--- src/hw/apgs_regs.svh ---
`ifndef APGS_REGS_SVH
`define APGS_REGS_SVH

// ----------------------------------------
// Register byte offsets
// ----------------------------------------
`define APGS_CTRL_ADDR 8'h00
`define APGS_ADV_ADDR 8'h04
`define APGS_SEED_ADDR 8'h08
`define APGS_STATUS_ADDR 8'h0C

// ----------------------------------------
// Control register fields
// ----------------------------------------
`define APGS_CTRL_START_BIT 0
`define APGS_CTRL_HALF_BIT 8
`define APGS_CTRL_FULL_BIT 9
`define APGS_CTRL_MPORT_BIT 10
`define APGS_CTRL_ROLE_BIT 11
`define APGS_CTRL_MANUAL_BIT 12

// ----------------------------------------
// Status register fields
// ----------------------------------------
`define APGS_STAT_BUSY_BIT 0
`define APGS_STAT_DONE_BIT 1
`define APGS_STAT_IDX_LSB 4

// ----------------------------------------
// Reset values
// ----------------------------------------
`define APGS_CTRL_RST 5'h00
`define APGS_ADV_RST 16'h0001
`define APGS_SEED_RST 11'h000

// ----------------------------------------
// Page layout constants
// ----------------------------------------
`define APGS_NP_BIT 15
`define APGS_MP_BIT 13
`define APGS_ACK2_BIT 12
`define APGS_MSG_CODE 11'h008
`define APGS_PAGE_IDX_BASE 2'h0
`define APGS_PAGE_IDX_MSG 2'h1
`define APGS_PAGE_IDX_UNF1 2'h2
`define APGS_PAGE_IDX_UNF2 2'h3

`endif

--- src/hw/apgs_pkg.sv ---
package apgs_pkg;

  // ----------------------------------------
  // Page sequencer states
  // ----------------------------------------
  typedef enum logic [4:0] {
    APGS_IDLE = 5'h01,
    APGS_BASE = 5'h02,
    APGS_MSG = 5'h04,
    APGS_UNF1 = 5'h08,
    APGS_UNF2 = 5'h10
  } apgs_state_t;

endpackage : apgs_pkg

--- src/hw/apgs_top.sv ---
`timescale 1ns/1ps
`include "apgs_regs.svh"

module apgs_top (
  // Clock and reset
  input wire logic clk_in,
  input wire logic srst_in,
  // Wishbone slave
  input wire logic wb_cyc_in,
  input wire logic wb_stb_in,
  input wire logic wb_we_in,
  input wire logic [7:0] wb_adr_in,
  input wire logic [3:0] wb_sel_in,
  input wire logic [31:0] wb_dat_in,
  output logic [31:0] wb_dat_out,
  output logic wb_ack_out,
  // Arbitration side
  input wire logic page_ack_in,
  input wire logic abort_in,
  output logic [15:0] page_out,
  output logic page_valid_out,
  output logic [1:0] page_idx_out,
  output logic exchange_done_out
);

  // ----------------------------------------
  // State
  // ----------------------------------------
  apgs_pkg::apgs_state_t state, next_state;
  logic [4:0] ctrl, next_ctrl;
  logic [15:0] adv, next_adv;
  logic [10:0] seed, next_seed;
  logic [4:0] lat_ctrl, next_lat_ctrl;
  logic [15:0] lat_adv, next_lat_adv;
  logic [10:0] lat_seed, next_lat_seed;
  logic done, next_done;
  logic [1:0] idx, next_idx;
  logic [15:0] next_page;
  logic next_valid;
  logic ack, next_ack;
  logic [31:0] rdata, next_rdata;
  logic [15:0] fmt_word;
  logic wb_req;
  logic wr_ctrl;
  logic busy;
  logic start_req;
  logic done_clr;
  logic last_ack;

  // ----------------------------------------
  // Bus decode
  // ----------------------------------------

  // New request, not yet answered
  assign wb_req = wb_cyc_in && wb_stb_in && !ack;
  assign wr_ctrl = wb_req && wb_we_in && (wb_adr_in == `APGS_CTRL_ADDR) && wb_sel_in[0];
  assign busy = (state != apgs_pkg::APGS_IDLE);

  // ----------------------------------------
  // Page formatter
  // ----------------------------------------
  apgs_page_fmt u_fmt (
    .page_idx_in(next_idx),
    .adv_in(next_lat_adv),
    .half_in(next_lat_ctrl[0]),
    .full_in(next_lat_ctrl[1]),
    .mport_in(next_lat_ctrl[2]),
    .role_in(next_lat_ctrl[3]),
    .manual_in(next_lat_ctrl[4]),
    .seed_in(next_lat_seed),
    .page_out(fmt_word)
  );

  // ----------------------------------------
  // Register file next values
  // ----------------------------------------

  // Software writes and reads
  always_comb begin
    next_ctrl = ctrl;
    next_adv = adv;
    next_seed = seed;
    next_ack = wb_req;
    next_rdata = rdata;
    if (wb_req && wb_we_in) begin
      if (wb_adr_in == `APGS_CTRL_ADDR) begin
        if (wb_sel_in[1]) begin
          next_ctrl = wb_dat_in[`APGS_CTRL_MANUAL_BIT:`APGS_CTRL_HALF_BIT];
        end
      end else if (wb_adr_in == `APGS_ADV_ADDR) begin
        if (wb_sel_in[0]) begin
          next_adv[7:0] = wb_dat_in[7:0];
        end
        if (wb_sel_in[1]) begin
          next_adv[15:8] = wb_dat_in[15:8];
        end
      end else if (wb_adr_in == `APGS_SEED_ADDR) begin
        if (wb_sel_in[0]) begin
          next_seed[7:0] = wb_dat_in[7:0];
        end
        if (wb_sel_in[1]) begin
          next_seed[10:8] = wb_dat_in[10:8];
        end
      end
    end else if (wb_req) begin
      next_rdata = 32'h0000_0000;
      if (wb_adr_in == `APGS_CTRL_ADDR) begin
        next_rdata[`APGS_CTRL_MANUAL_BIT:`APGS_CTRL_HALF_BIT] = ctrl;
      end else if (wb_adr_in == `APGS_ADV_ADDR) begin
        next_rdata[15:0] = adv;
      end else if (wb_adr_in == `APGS_SEED_ADDR) begin
        next_rdata[10:0] = seed;
      end else if (wb_adr_in == `APGS_STATUS_ADDR) begin
        next_rdata[`APGS_STAT_BUSY_BIT] = busy;
        next_rdata[`APGS_STAT_DONE_BIT] = done;
        next_rdata[`APGS_STAT_IDX_LSB+1:`APGS_STAT_IDX_LSB] = idx;
      end
    end
  end

  // Register file flops
  always_ff @(posedge clk_in) begin
    if (srst_in) begin
      ctrl <= `APGS_CTRL_RST;
      adv <= `APGS_ADV_RST;
      seed <= `APGS_SEED_RST;
      ack <= 1'b0;
      rdata <= 32'h0000_0000;
    end else begin
      ctrl <= next_ctrl;
      adv <= next_adv;
      seed <= next_seed;
      ack <= next_ack;
      rdata <= next_rdata;
    end
  end

  // ----------------------------------------
  // Advertisement snapshot
  // ----------------------------------------

  // Start pulse accepted only while no exchange runs
  assign start_req = wr_ctrl && wb_dat_in[`APGS_CTRL_START_BIT] && !busy;

  // Capture control bits, advertisement and seed at start
  always_comb begin
    next_lat_ctrl = lat_ctrl;
    next_lat_adv = lat_adv;
    next_lat_seed = lat_seed;
    if (start_req) begin
      next_lat_ctrl = next_ctrl;
      next_lat_adv = adv;
      next_lat_seed = seed;
    end
  end

  // Snapshot flops; later writes wait for the next start
  always_ff @(posedge clk_in) begin
    if (srst_in) begin
      lat_ctrl <= `APGS_CTRL_RST;
      lat_adv <= `APGS_ADV_RST;
      lat_seed <= `APGS_SEED_RST;
    end else begin
      lat_ctrl <= next_lat_ctrl;
      lat_adv <= next_lat_adv;
      lat_seed <= next_lat_seed;
    end
  end

  // ----------------------------------------
  // Page sequencer
  // ----------------------------------------

  // Walk the four pages on arbitration acks
  always_comb begin
    next_state = state;
    next_idx = idx;
    next_valid = 1'b0;
    case (state)
      apgs_pkg::APGS_IDLE: begin
        if (start_req) begin
          next_idx = `APGS_PAGE_IDX_BASE;
          next_state = apgs_pkg::APGS_BASE;
          next_valid = 1'b1;
        end
      end
      apgs_pkg::APGS_BASE: begin
        next_valid = 1'b1;
        if (page_ack_in) begin
          next_idx = `APGS_PAGE_IDX_MSG;
          next_state = apgs_pkg::APGS_MSG;
        end
      end
      apgs_pkg::APGS_MSG: begin
        next_valid = 1'b1;
        if (page_ack_in) begin
          next_idx = `APGS_PAGE_IDX_UNF1;
          next_state = apgs_pkg::APGS_UNF1;
        end
      end
      apgs_pkg::APGS_UNF1: begin
        next_valid = 1'b1;
        if (page_ack_in) begin
          next_idx = `APGS_PAGE_IDX_UNF2;
          next_state = apgs_pkg::APGS_UNF2;
        end
      end
      apgs_pkg::APGS_UNF2: begin
        next_valid = 1'b1;
        if (page_ack_in) begin
          // Last required page; no optional pages sent
          next_valid = 1'b0;
          next_state = apgs_pkg::APGS_IDLE;
        end
      end
      default: begin
        next_state = apgs_pkg::APGS_IDLE;
      end
    endcase
    // Abort drops the exchange at once
    if (abort_in && busy) begin
      next_state = apgs_pkg::APGS_IDLE;
      next_valid = 1'b0;
    end
  end

  // Sequencer flops
  always_ff @(posedge clk_in) begin
    if (srst_in) begin
      state <= apgs_pkg::APGS_IDLE;
      idx <= `APGS_PAGE_IDX_BASE;
    end else begin
      state <= next_state;
      idx <= next_idx;
    end
  end

  // ----------------------------------------
  // Page output register
  // ----------------------------------------

  // All zeros whenever no page is offered
  assign next_page = next_valid ? fmt_word : 16'h0000;

  // Page word and valid flops
  always_ff @(posedge clk_in) begin
    if (srst_in) begin
      page_out <= 16'h0000;
      page_valid_out <= 1'b0;
    end else begin
      page_out <= next_page;
      page_valid_out <= next_valid;
    end
  end

  // ----------------------------------------
  // Exchange done flag
  // ----------------------------------------

  // Software clear: write one to the status done bit
  assign done_clr = wb_req && wb_we_in && (wb_adr_in == `APGS_STATUS_ADDR) && wb_sel_in[0] &&
    wb_dat_in[`APGS_STAT_DONE_BIT];
  // Last required page accepted
  assign last_ack = (state == apgs_pkg::APGS_UNF2) && page_ack_in;

  // Sticky flag; a set in the same cycle beats the clear
  always_comb begin
    next_done = done;
    if (done_clr) begin
      next_done = 1'b0;
    end
    if (last_ack) begin
      next_done = 1'b1;
    end
  end

  // Done flop
  always_ff @(posedge clk_in) begin
    if (srst_in) begin
      done <= 1'b0;
    end else begin
      done <= next_done;
    end
  end

  // ----------------------------------------
  // Outputs
  // ----------------------------------------
  assign wb_dat_out = rdata;
  assign wb_ack_out = ack;
  assign page_idx_out = idx;
  assign exchange_done_out = done;

endmodule : apgs_top

--- src/hw/apgs_page_fmt.sv ---
`timescale 1ns/1ps
`include "apgs_regs.svh"

module apgs_page_fmt (
  // Page selection
  input wire logic [1:0] page_idx_in,
  // Latched advertisement
  input wire logic [15:0] adv_in,
  input wire logic half_in,
  input wire logic full_in,
  input wire logic mport_in,
  input wire logic role_in,
  input wire logic manual_in,
  input wire logic [10:0] seed_in,
  // Formatted page word
  output logic [15:0] page_out
);

  // Build the page word for the selected page
  always_comb begin
    page_out = 16'h0000;
    if (page_idx_in == `APGS_PAGE_IDX_BASE) begin
      page_out[14:0] = adv_in[14:0];
      page_out[`APGS_NP_BIT] = 1'b1;
    end else if (page_idx_in == `APGS_PAGE_IDX_MSG) begin
      page_out[`APGS_NP_BIT] = 1'b1;
      page_out[`APGS_MP_BIT] = 1'b1;
      page_out[10:0] = `APGS_MSG_CODE;
    end else if (page_idx_in == `APGS_PAGE_IDX_UNF1) begin
      page_out[`APGS_NP_BIT] = 1'b1;
      page_out[10:5] = 6'h00;
      page_out[4] = half_in;
      page_out[3] = full_in;
      page_out[2] = mport_in;
      page_out[1] = role_in;
      page_out[0] = manual_in;
    end else begin
      page_out[10:0] = seed_in;
      page_out[`APGS_NP_BIT] = 1'b0;
    end
    // Ack2 carries nothing on the message and unformatted pages; the base page keeps adv_in[12]
    if (page_idx_in != `APGS_PAGE_IDX_BASE) begin
      page_out[`APGS_ACK2_BIT] = 1'b0;
    end
  end

endmodule : apgs_page_fmt

--- config.mk ---
export PLATFORM = sky130hd
export DESIGN_NAME = apgs_top
export DESIGN_NICKNAME = d
export VERILOG_FILES = /design/src/hw/apgs_pkg.sv /design/src/hw/apgs_top.sv /design/src/hw/apgs_page_fmt.sv
export VERILOG_INCLUDE_DIRS = /design/src /design/src/hw
export SDC_FILE = /design/constraint.sdc
export NUM_CORES = 1
export LEC_CHECK = 0
export ABC_AREA = 1
export BUFFER_PORTS_ARGS = -buffer_cell sky130_fd_sc_hd__buf_2
export CORE_MARGIN = 2
export CORE_UTILIZATION = 58
export DETAILED_ROUTE_END_ITERATION = 10
export PLACE_DENSITY = 0.86
export SLEW_MARGIN = 20
export SYNTH_ARGS = -nofsm -noshare
export SYNTH_HDL_FRONTEND = slang
export SYNTH_SLANG_ARGS = --single-unit
--- constraint.sdc ---
create_clock -name clk_in -period 4.1 [get_ports clk_in]
set_clock_uncertainty 0.15 [all_clocks]
set_input_delay 0 -clock clk_in [delete_from_list [all_inputs] [get_ports clk_in]]
set_output_delay 0 -clock clk_in [all_outputs]
set_load 0.1 [all_outputs]
==> results of run 1 <==
per-layer routing:
layer	vias up	wire (um)
li1	2006	-
met1	1855	4520
met2	177	5380
met3	18	805
met4	0	188
met5	-	0
cells in the final DEF (no fill, tap or decap), drive strengths merged:
| master | instances |
|---|---|
| a211oi | 1 |
| o22ai | 7 |
| o211ai | 2 |
| nand3 | 30 |
| bufinv | 1 |
| clkinv | 5 |
| buf | 72 |
| o31ai | 2 |
| a21oi | 42 |
| nor2 | 79 |
| nor3 | 2 |
| a221oi | 2 |
| dfxtp | 105 |
| clkinvlp | 1 |
| nand4 | 8 |
| dlygate4sd3 | 25 |
| o21ai | 57 |
| mux2i | 2 |
| inv | 80 |
| or2 | 2 |
| nand2 | 110 |
| o221ai | 6 |
| a41oi | 1 |
| clkbuf | 9 |
| conb | 16 |
| o21a | 2 |
power groups by stage:
stage | logic [uW] | registers (uW) | clock network (uW)
after global placement | 221 | 1060 | 0
after CTS | 247 | 1040 | 640
after floorplan | 186 | 1070 | 0
final | 252 | 1040 | 633
after detailed placement | 229 | 1060 | 0
after global routing | 267 | 1040 | 688
layout make-up:
type,count,share of cell area (%)
clock buffer,9,2.38
clock inverter,7,1.35
timing repair buffer,97,11.9
multi-input combinational,371,35.9
tap,99,2.38
sequential,105,40.4
inverter,80,5.79
worst max-delay path, stage by stage (launching register included):
cell and delay (ps):
dfxtp_1 360, nor2_4 150, inv_2 70, nor2_4 190
nand4_2 410, buf_4 390, nand2_1 110, nand2_2 80
clkinv_2 140, nand3_4 190, inv_2 110, nand2_1 50
nand3_1 90
per-stage QoR:
stage | cell area [um2] | hold slack (ps) | worst slack (ps)
floorplan | 4510 | -15.1 | 1880
global placement | 4760 | 81.0 | 1650
detailed placement | 4760 | 81.8 | 1610
CTS | 5210 | 3.73 | 1580
global route | 5210 | 65.1 | 1330
finish | 5210 | 20.3 | 1550
state kept, by name (all words and copies together), names as in the netlist, 11 cells and up:
signal,cells
lat_seed,11
lat_adv,15
adv,16
page_out,16
wb_dat_out,16
seed,11
cells in the mapped netlist (2+ instances only):
cell type	n
or2_2	2
o21ai_1	11
a21oi_1	41
nand3_4	2
o21ai_0	41
o221ai_1	6
o211ai_1	2
nor2_2	3
inv_1	70
nand2_1	101
a221oi_1	2
nand3_1	25
clkbuf_1	13
nor3_1	2
buf_4	17
o22ai_1	7
inv_2	9
nand2_4	2
buf_6	2
nor2_1	69
o21ai_2	4
nand3_2	3
mux2i_1	2
buf_2	4
o31ai_1	2
nand2_2	7
o21a_1	2
nand4_1	7
nor2_4	6
dfxtp_1	105
what timing repair did:
item,in CTS,in global routing
endpoints found under the hold margin,57,0
gates resized for setup,0,0
hold buffers,25,0
buffers inserted,0,0
logic make-up after synthesis:
group	share of synthesized area, %
buffers and inverters	12.0
AND/OR/NAND/NOR	24.3
flip-flops	47.2
AO/OA/AOI/OAI	15.9
multiplexers	0.450
other	0.0843
worst max path at each step:
stage | startpoint | endpoint | slack, ps | cells past startpoint
2_1_floorplan | wb_ack_out$_SDFF_PP0_ | page_out[14]$_SDFF_PP0_ | 1880 | 8
3_3_place_gp | state[2]$_SDFFE_PP0P_ | page_out[0]$_SDFF_PP0_ | 1650 | 12
3_5_place_dp | state[2]$_SDFFE_PP0P_ | page_out[0]$_SDFF_PP0_ | 1610 | 12
4_1_cts | state[2]$_SDFFE_PP0P_ | page_out[0]$_SDFF_PP0_ | 1580 | 12
5_1_grt | wb_ack_out$_SDFF_PP0_ | page_out[0]$_SDFF_PP0_ | 1330 | 12
6_report | state[2]$_SDFFE_PP0P_ | page_out[0]$_SDFF_PP0_ | 1550 | 12
==> impl_metrics.ini, run 1 <==
[run_status]
status = complete, no violations

[critical_path]
crit_required_ps = 4260
reg2reg_from = state[2]$_SDFFE_PP0P_
critical_path_class = register to register
r2r_slack_ps = 1550
reg2regPathDepth = 12
crit_path_max_fanout = 23
endpoint_kind = register
arrival_ps = 2710
worstReg2RegEnd = page_out[0]$_SDFF_PP0_
crit_path_start_kind = register

[timing]
rsz0062_at_grt = no
tns_ps = 0
max_clock_freq_ghz = 0.392
relSlewSlack_pct = 46.8
drv_slew = 0
finalSetupViolCount = 0
fin_crit_ps = 2550
finalCritPeriodShare_pct = 62.2
finalHoldViolCount = 0
tightest_slew_ps = 798

[hold_path]
holdPathStages = 6
hp-start = wb_adr_in[0]
hold-path-endpoint = ctrl[3]$_SDFF_PP0_
hold_class = input port to register

[power]
p_leak_uw = 0.00229
p_int_uw = 1370
pwr-share-clk_pct = 32.9
sw_frac_of_total_pct = 28.5
pwr-share-seq_pct = 54.0
power_density_nw_per_um2 = 369
vdd_ir_drop_max_uv = 202
combPwrFrac_pct = 13.1
switchingPower_uw = 548
p_total_uw = 1920

[synthesis]
ys.flop_type = dfxtp_1
netlist_area_um2 = 4450
synth.avg_cell_area_um2 = 7.70
async_flop_share_pct = 0
yosysWarnings = 0
ys_ff_latch = 105
ys_types = 39
ys_seq_area_share_pct = 47.2
synthTopCellsByArea = dfxtp_1 (47%), nand2_1 (8.5%), inv_1 (5.9%), nor2_1 (5.8%), a21oi_1 (4.6%)
synth_top_area_cell = dfxtp_1
synth_top_cell_area_share_pct = 47.2
synthCells = 578
synth_edf_count = 0

[global_routing]
antenna_found_initial = 0
grt_max_degree = 38
gr-total-overflow = 0
grt_pass1_vias = 3847
grt_pass1_wl_mm = 18.2
use_met1_pct = 33.4
busiest_layer = met2
met3_usage_pct = 4.07
use_met2_pct = 46.6
grt_usage_pct = 26.9

[routing]
vias = 4056
drt-wirelength-per-cell_um = 14.2
dr.pass1.iters = 5
drc_errors = 0
viasPerCell = 5.28
ant_nets = 0
drt_wl_total_mm = 10.9
drtIter0Drc = 299

[floorplan]
die_height_um = 91.6
ios = 104
rows = 31
die_x_um = 91.6
die_area_um2 = 8390
initial_core_util_pct = 60.7
core_um2 = 7330

[placement]
place_congestion = 0.884
portBuffers = 69
place_hpwl_mm = 7.23
place_inst = 727

[clock_tree]
cts_tree = done
cts.sinks = 105
path_clk_slew_ps = 90
cts_buffer_depth = 2
worstSkewPairLatency_ps = 370
cts_max_level = 3
cts_buffers = 9
cts-root-buf = clkbuf_8

[job]
cap_violations = 0

[cells_and_area]
multiInputGateArea_um2 = 1870
syn_to_final_growth_pct = 17.0
fin_util_pct = 71.0
diodes = 0
fin_nets = 715
final_cells = 768
layout.area.seq_um2 = 2100
num-fill-cells = 553
drive_above_1_share_pct = 19.6
(Power assumes the default switching activity.)
==> run 2: changes to the inputs <==
--- a/config.mk
+++ b/config.mk
@@ -6,12 +6,12 @@
 export SDC_FILE = /design/constraint.sdc
 export NUM_CORES = 1
 export LEC_CHECK = 0
-export ABC_AREA = 1
+export ABC_AREA = 0
 export BUFFER_PORTS_ARGS = -buffer_cell sky130_fd_sc_hd__buf_2
 export CORE_MARGIN = 2
-export CORE_UTILIZATION = 58
+export CORE_UTILIZATION = 53
 export DETAILED_ROUTE_END_ITERATION = 10
-export PLACE_DENSITY = 0.86
+export PLACE_DENSITY = 0.8
 export SLEW_MARGIN = 20
 export SYNTH_ARGS = -nofsm -noshare
 export SYNTH_HDL_FRONTEND = slang
==> constraint.sdc (replaced) <==
create_clock -name clk_in -period 2.6 [get_ports clk_in]
set_clock_uncertainty 0.15 [all_clocks]
set_input_delay 0 -clock clk_in [delete_from_list [all_inputs] [get_ports clk_in]]
set_output_delay 0 -clock clk_in [all_outputs]
set_load 0.1 [all_outputs]
==> run 2 against run 1 <==
Compared with the run above:
- total power increased by 45%
- critical path type unchanged
- cell area up 0.19%
- via count decreased by 11%
- largest power group unchanged
- routed wire length fell by 7.4%
- die area rose by 7.2%
- non-clock buffer count rose by 13
- combinational power fell by 14%
- global-route usage shrank 3.4 points
- highest routed layer unchanged
- clock-buffer cell count grew 2
- flip-flop and latch count did not move
==> impl_metrics.ini, run 2 <==
[critical_path]
endpoint_kind = register
cpPeakStageDelay_ps = 440
cp_num_cells = 9
crit_chain = buf_4 -> or4b_1 -> o311a_1 -> a211oi_4 -> o221ai_1 -> buf_4 -> inv_1 -> nand2_1 -> nor2_1
cp_common_cell = buf_4
worstReg2RegEnd = page_out[11]$_SDFF_PP0_
worst_path_max_delay_cell = or4b_1
cp_top_family = simple AND/OR/NAND/NOR gates
reg2reg_from = state[1]$_SDFFE_PP0P_
crit_path_start_kind = register
crit_end = page_out[11]$_SDFF_PP0_
critical_path_class = register to register
crit_path_max_fanout = 11
reg2regPathDepth = 9
crit_required_ps = 2760
cp-startpoint = state[1]$_SDFFE_PP0P_
r2r_slack_ps = 180
arrival_ps = 2570
crit_buf_inv = 3

[global_routing]
busiest_layer = met2
grt_usage_pct = 23.5
gr-total-overflow = 0
met3_usage_pct = 3.91
use_met2_pct = 39.3
antenna_found_initial = 0
grt_pass1_wl_mm = 16.4
use_met1_pct = 30.0
grt_pass1_vias = 3412
grt_max_degree = 84

[clock_tree]
cts_tree = done
worstSkewPairLatency_ps = 370
path_clk_slew_ps = 100
cts_buffer_depth = 2
cts_max_level = 3
cts-root-buf = clkbuf_8
cts_buffers = 9
cts.sinks = 105

[placement]
portBuffers = 69
pre_cts_slack_ps = 146
place_congestion = 0.837
place_hpwl_mm = 6.93

[synthesis]
synthCells = 463
synth.avg_cell_area_um2 = 9.45
synth_edf_count = 0
synthTopCellsByArea = dfxtp_1 (48%), mux2i_1 (13%), nor2_1 (8.0%), buf_4 (3.1%), a21oi_1 (3.0%)
yosysWarnings = 0
ys_ff_latch = 105
netlist_area_um2 = 4370
synth_top_cell_area_share_pct = 48.1
ys_types = 58
async_flop_share_pct = 0
yosysMostFrequentCell = dfxtp_1
ys.flop_type = dfxtp_1
synth_top_area_cell = dfxtp_1
ys_seq_area_share_pct = 48.1
synth_common_cells = dfxtp_1 (105), nor2_1 (93), mux2i_1 (57), a21oi_1 (26), nand2_1 (24)

[timing]
fin_ws_ps = 183
tightest_slew_ps = 835
finalCritPeriodShare_pct = 93.0
drv_slew = 0
tns_ps = 0
relSlewSlack_pct = 44.3
finalSetupViolCount = 0
max_clock_freq_ghz = 0.414
fin_crit_ps = 2420
finalHoldViolCount = 0
rsz0062_at_grt = no

[routing]
drc_errors = 0
ant_nets = 0
viasPerCell = 5.42
drtIter0Drc = 164
drt-wirelength-per-cell_um = 15.1
drt_wl_total_mm = 10.1
dr.pass1.iters = 5
vias = 3617

[cells_and_area]
drive_above_1_share_pct = 22.1
fin_util_pct = 64.5
final_cell_mix = dfxtp_1 (103), nor2_1 (93), buf_2 (69)
syn_to_final_growth_pct = 19.3
final_common_cell = dfxtp_1
diodes = 0
fin_nets = 608
num-fill-cells = 673

[floorplan]
die_height_um = 94.8
rows = 33
ios = 104
die_area_um2 = 9000
die_x_um = 94.8
initial_core_util_pct = 54.1
core_um2 = 8090

[power]
vdd_ir_drop_max_uv = 334
p_total_uw = 2790
p_leak_uw = 0.00204
power_density_nw_per_um2 = 534

[run_status]
status = complete, no violations

[hold_path]
hold_class = input port to register

[job]
cap_violations = 0
-- run 2: worst min-delay path by stage --
stage                  start                              to  slack (ps)  depth (start not counted)
3_3_place_gp   wb_dat_in[15]            adv[15]$_SDFFE_PP0P_         100                          3
6_report        wb_sel_in[0]  exchange_done_out$_SDFFE_PP0P_          40                          4
2_1_floorplan   wb_dat_in[0]             adv[0]$_SDFFE_PP1P_         -30                          1
4_1_cts         wb_sel_in[0]  exchange_done_out$_SDFFE_PP0P_          10                          4
3_5_place_dp   wb_dat_in[15]            adv[15]$_SDFFE_PP0P_         100                          3
5_1_grt         wb_sel_in[1]            seed[8]$_SDFFE_PP0P_          70                          5
-- run 2: routing by layer --
layer	routed length, um	share of wire (%)
met5	0	0
met1	4410	44
met3	591	5.9
met2	4820	48
met4	254	2.5
-- run 2: where the power goes --
part / internal, uW / total [uW] / switching [uW]
sequential: 1610 / 1610 / 0.430
clock: 392 / 963 / 571
combinational: 52.2 / 217 / 165
-- run 2: per-stage QoR --
step / instance area, um2 / hold WS, ps / instances
detailed placement: 4800 / 97.8 / 628
global route: 5220 / 66.9 / 667
finish: 5220 / 44.2 / 667
floorplan: 4430 / -32.1 / 478
CTS: 5210 / 12.1 / 666
global placement: 4800 / 97.0 / 628
-- run 2: cell type report --
type	count	area (um2)	area share (%)
sequential	105	2100	40.3
multi-input combinational	328	2060	39.5
timing repair buffer	110	721	13.8
clock buffer	11	141	2.71
tap	105	131	2.52
clock inverter	5	47.5	0.911
inverter	3	11.3	0.216
-- run 2: cell families after synthesis --
kind of cell,count (synthesis),share of synthesized area [%]
and+or+nand+nor,174,18.6
xor gates and xnor gates,3,0.601
buffers and inverters,45,6.12
muxes,64,14.8
other,1,0.0857
DFF,105,48.1
AOI/OAI and AO/OA,71,11.7
-- run 2: worst reg2reg max path: cells and delay by family (launching register included) --
kind	cells	cell delay [ps]
buffers and inverters	3	460
flip-flops	1	350
AO/OA/AOI/OAI	3	630
AND/OR/NAND/NOR	3	770
-- run 2: timing repair --
action	in CTS	in global routing
hold buffers	22	0
setup endpoints to repair	0	9
setup buffers	0	1
resized for setup	0	1
endpoints found under the hold margin	42	0
==> run 3: changes to the inputs <==
--- a/config.mk
+++ b/config.mk
@@ -8,10 +8,9 @@
 export LEC_CHECK = 0
 export ABC_AREA = 0
 export BUFFER_PORTS_ARGS = -buffer_cell sky130_fd_sc_hd__buf_2
-export CORE_MARGIN = 2
-export CORE_UTILIZATION = 53
+export CORE_UTILIZATION = 57
 export DETAILED_ROUTE_END_ITERATION = 10
-export PLACE_DENSITY = 0.8
+export PLACE_DENSITY = 0.85
 export SLEW_MARGIN = 20
 export SYNTH_ARGS = -nofsm -noshare
 export SYNTH_HDL_FRONTEND = slang
==> constraint.sdc (replaced) <==
create_clock -name clk_in -period 3 [get_ports clk_in]
set_clock_uncertainty 0.15 [all_clocks]
set_input_delay 0 -clock clk_in [delete_from_list [all_inputs] [get_ports clk_in]]
set_output_delay 0 -clock clk_in [all_outputs]
set_load 0.1 [all_outputs]
==> run 3 against run 2 <==
Compared with the run above:
- total power down 12%
- worst setup slack better by 190 ps
- via count up 1.1%
- combinational power down 14%
- largest cell class unchanged
- routed wire length up 1.9%
- clock power down 9.6%
==> impl_metrics.ini, run 3 (same netlist as run 2, synthesis figures left out) <==
[critical_path]
crit_required_ps = 3110
worstReg2RegEnd = page_out[2]$_SDFF_PP0_
reg2reg_from = state[3]$_SDFFE_PP0P_
r2r_slack_ps = 370
arrival_ps = 2740
cp-startpoint = state[3]$_SDFFE_PP0P_
endpoint_kind = register
crit_path_start_kind = register
crit_path_max_fanout = 31
reg2regPathDepth = 8
crit_end = page_out[2]$_SDFF_PP0_
critical_path_class = register to register

[routing]
drt_wl_total_mm = 10.3
viasPerCell = 5.61
drt-wirelength-per-cell_um = 15.7
drtIter0Drc = 320
dr.pass1.iters = 6
drc_errors = 0
vias = 3657
ant_nets = 0

[timing]
max_clock_freq_ghz = 0.381
finalCritPeriodShare_pct = 87.5
hold_slack_ps = 21.0
rsz0062_at_grt = no
tightest_slew_ps = 839
relSlewSlack_pct = 44.1
fin_crit_ps = 2630
drv_slew = 0
finalHoldViolCount = 0
finalSetupViolCount = 0
tns_ps = 0

[clock_tree]
cts_buffers = 9
cts_buffer_depth = 2
cts-root-buf = clkbuf_8
cts_hold_buf = 24
cts_max_level = 3
post_cts_resized = 0
cts_tree = done
path_clk_slew_ps = 100
post_cts_buffers = 0
worstSkewPairLatency_ps = 380
cts.sinks = 105

[placement]
place_inst = 612
place_hpwl_mm = 6.73
place_congestion = 0.815
portBuffers = 69

[cells_and_area]
multiInputGateArea_um2 = 2060
fin_nets = 599
syn_to_final_growth_pct = 17.8
final_common_cell = dfxtp_1
final_cells = 652
num-fill-cells = 563
drive_above_1_share_pct = 20.3
diodes = 0
layout.area.seq_um2 = 2100
final_cell_mix = dfxtp_1 (105), nor2_1 (93), buf_2 (69)

[global_routing]
grt_pass1_wl_mm = 16.5
grt_usage_pct = 27.5
grt_max_degree = 84
gr-total-overflow = 0
grt_pass1_vias = 3366
antenna_found_initial = 0

[hold_path]
hold_class = input port to register
hp-start = wb_adr_in[3]
holdPathStages = 4

[power]
p_leak_uw = 0.00200
power_density_nw_per_um2 = 476
vdd_ir_drop_max_uv = 379

[run_status]
status = complete, no violations

[floorplan]
core_um2 = 7330
die_height_um = 89.6
die_area_um2 = 8030
rows = 31
initial_core_util_pct = 59.7
ios = 104
die_x_um = 89.6

[job]
cap_violations = 0
## run 3: cell count changes in the layout (fill, tap and decap cells not counted), sizes merged
cell and delta:
buf -11, clkbuf -1, dlygate4sd3 +2, clkinvlp -1
inv +2
## run 3: how the worst min path moves through the flow
stage	to	slack, ps
after floorplan	adv[0]$_SDFFE_PP1P_	-30
after global placement	adv[0]$_SDFFE_PP1P_	100
after detailed placement	adv[0]$_SDFFE_PP1P_	110
after CTS	exchange_done_out$_SDFFE_PP0P_	10
after global routing	seed[9]$_SDFFE_PP0P_	60
final	exchange_done_out$_SDFFE_PP0P_	20
## run 3: layout make-up
cell class              count  share of cell area (%)
flip-flops and latches    105                    40.8
multi-input cells         328                    40.0
well taps                  99                    2.40
clock buffers              10                    2.67
repair buffers            101                    12.8
clock inverters             6                    1.12
inverters                   3                   0.219
## run 3: worst max-delay path: stages (launching register included)
cell and delay, ps:
dfxtp_1 470, or4b_4 570, nor2_4 150, and4_1 250, buf_12 240, mux2i_1 320, mux2i_1 130, a21oi_1 150
nor2_1 50
## run 3: report_power, final
group / leakage, uW / switching, uW / internal [uW]
Clock: 0.000101 / 526 / 346
Sequential: 0.000845 / 0.410 / 1390
Combinational: 0.00106 / 143 / 44.1
## run 3: metrics by stage
stage	utilization (%)	setup slack [ps]	area, um2	total power [uW]
floorplan	-	342	4430	1570
global placement	64.3	503	4720	1590
detailed placement	64.3	461	4720	1590
CTS	70.3	393	5150	2450
global route	70.3	227	5150	2520
finish	70.3	374	5150	2450
## run 3: layer usage
layer / wire, um / GRT usage (%)
met1: 4500 / 36.5
met2: 4830 / 43.8
met3: 615 / 5.12
met4: 324 / 12.1
met5: 0 / 0
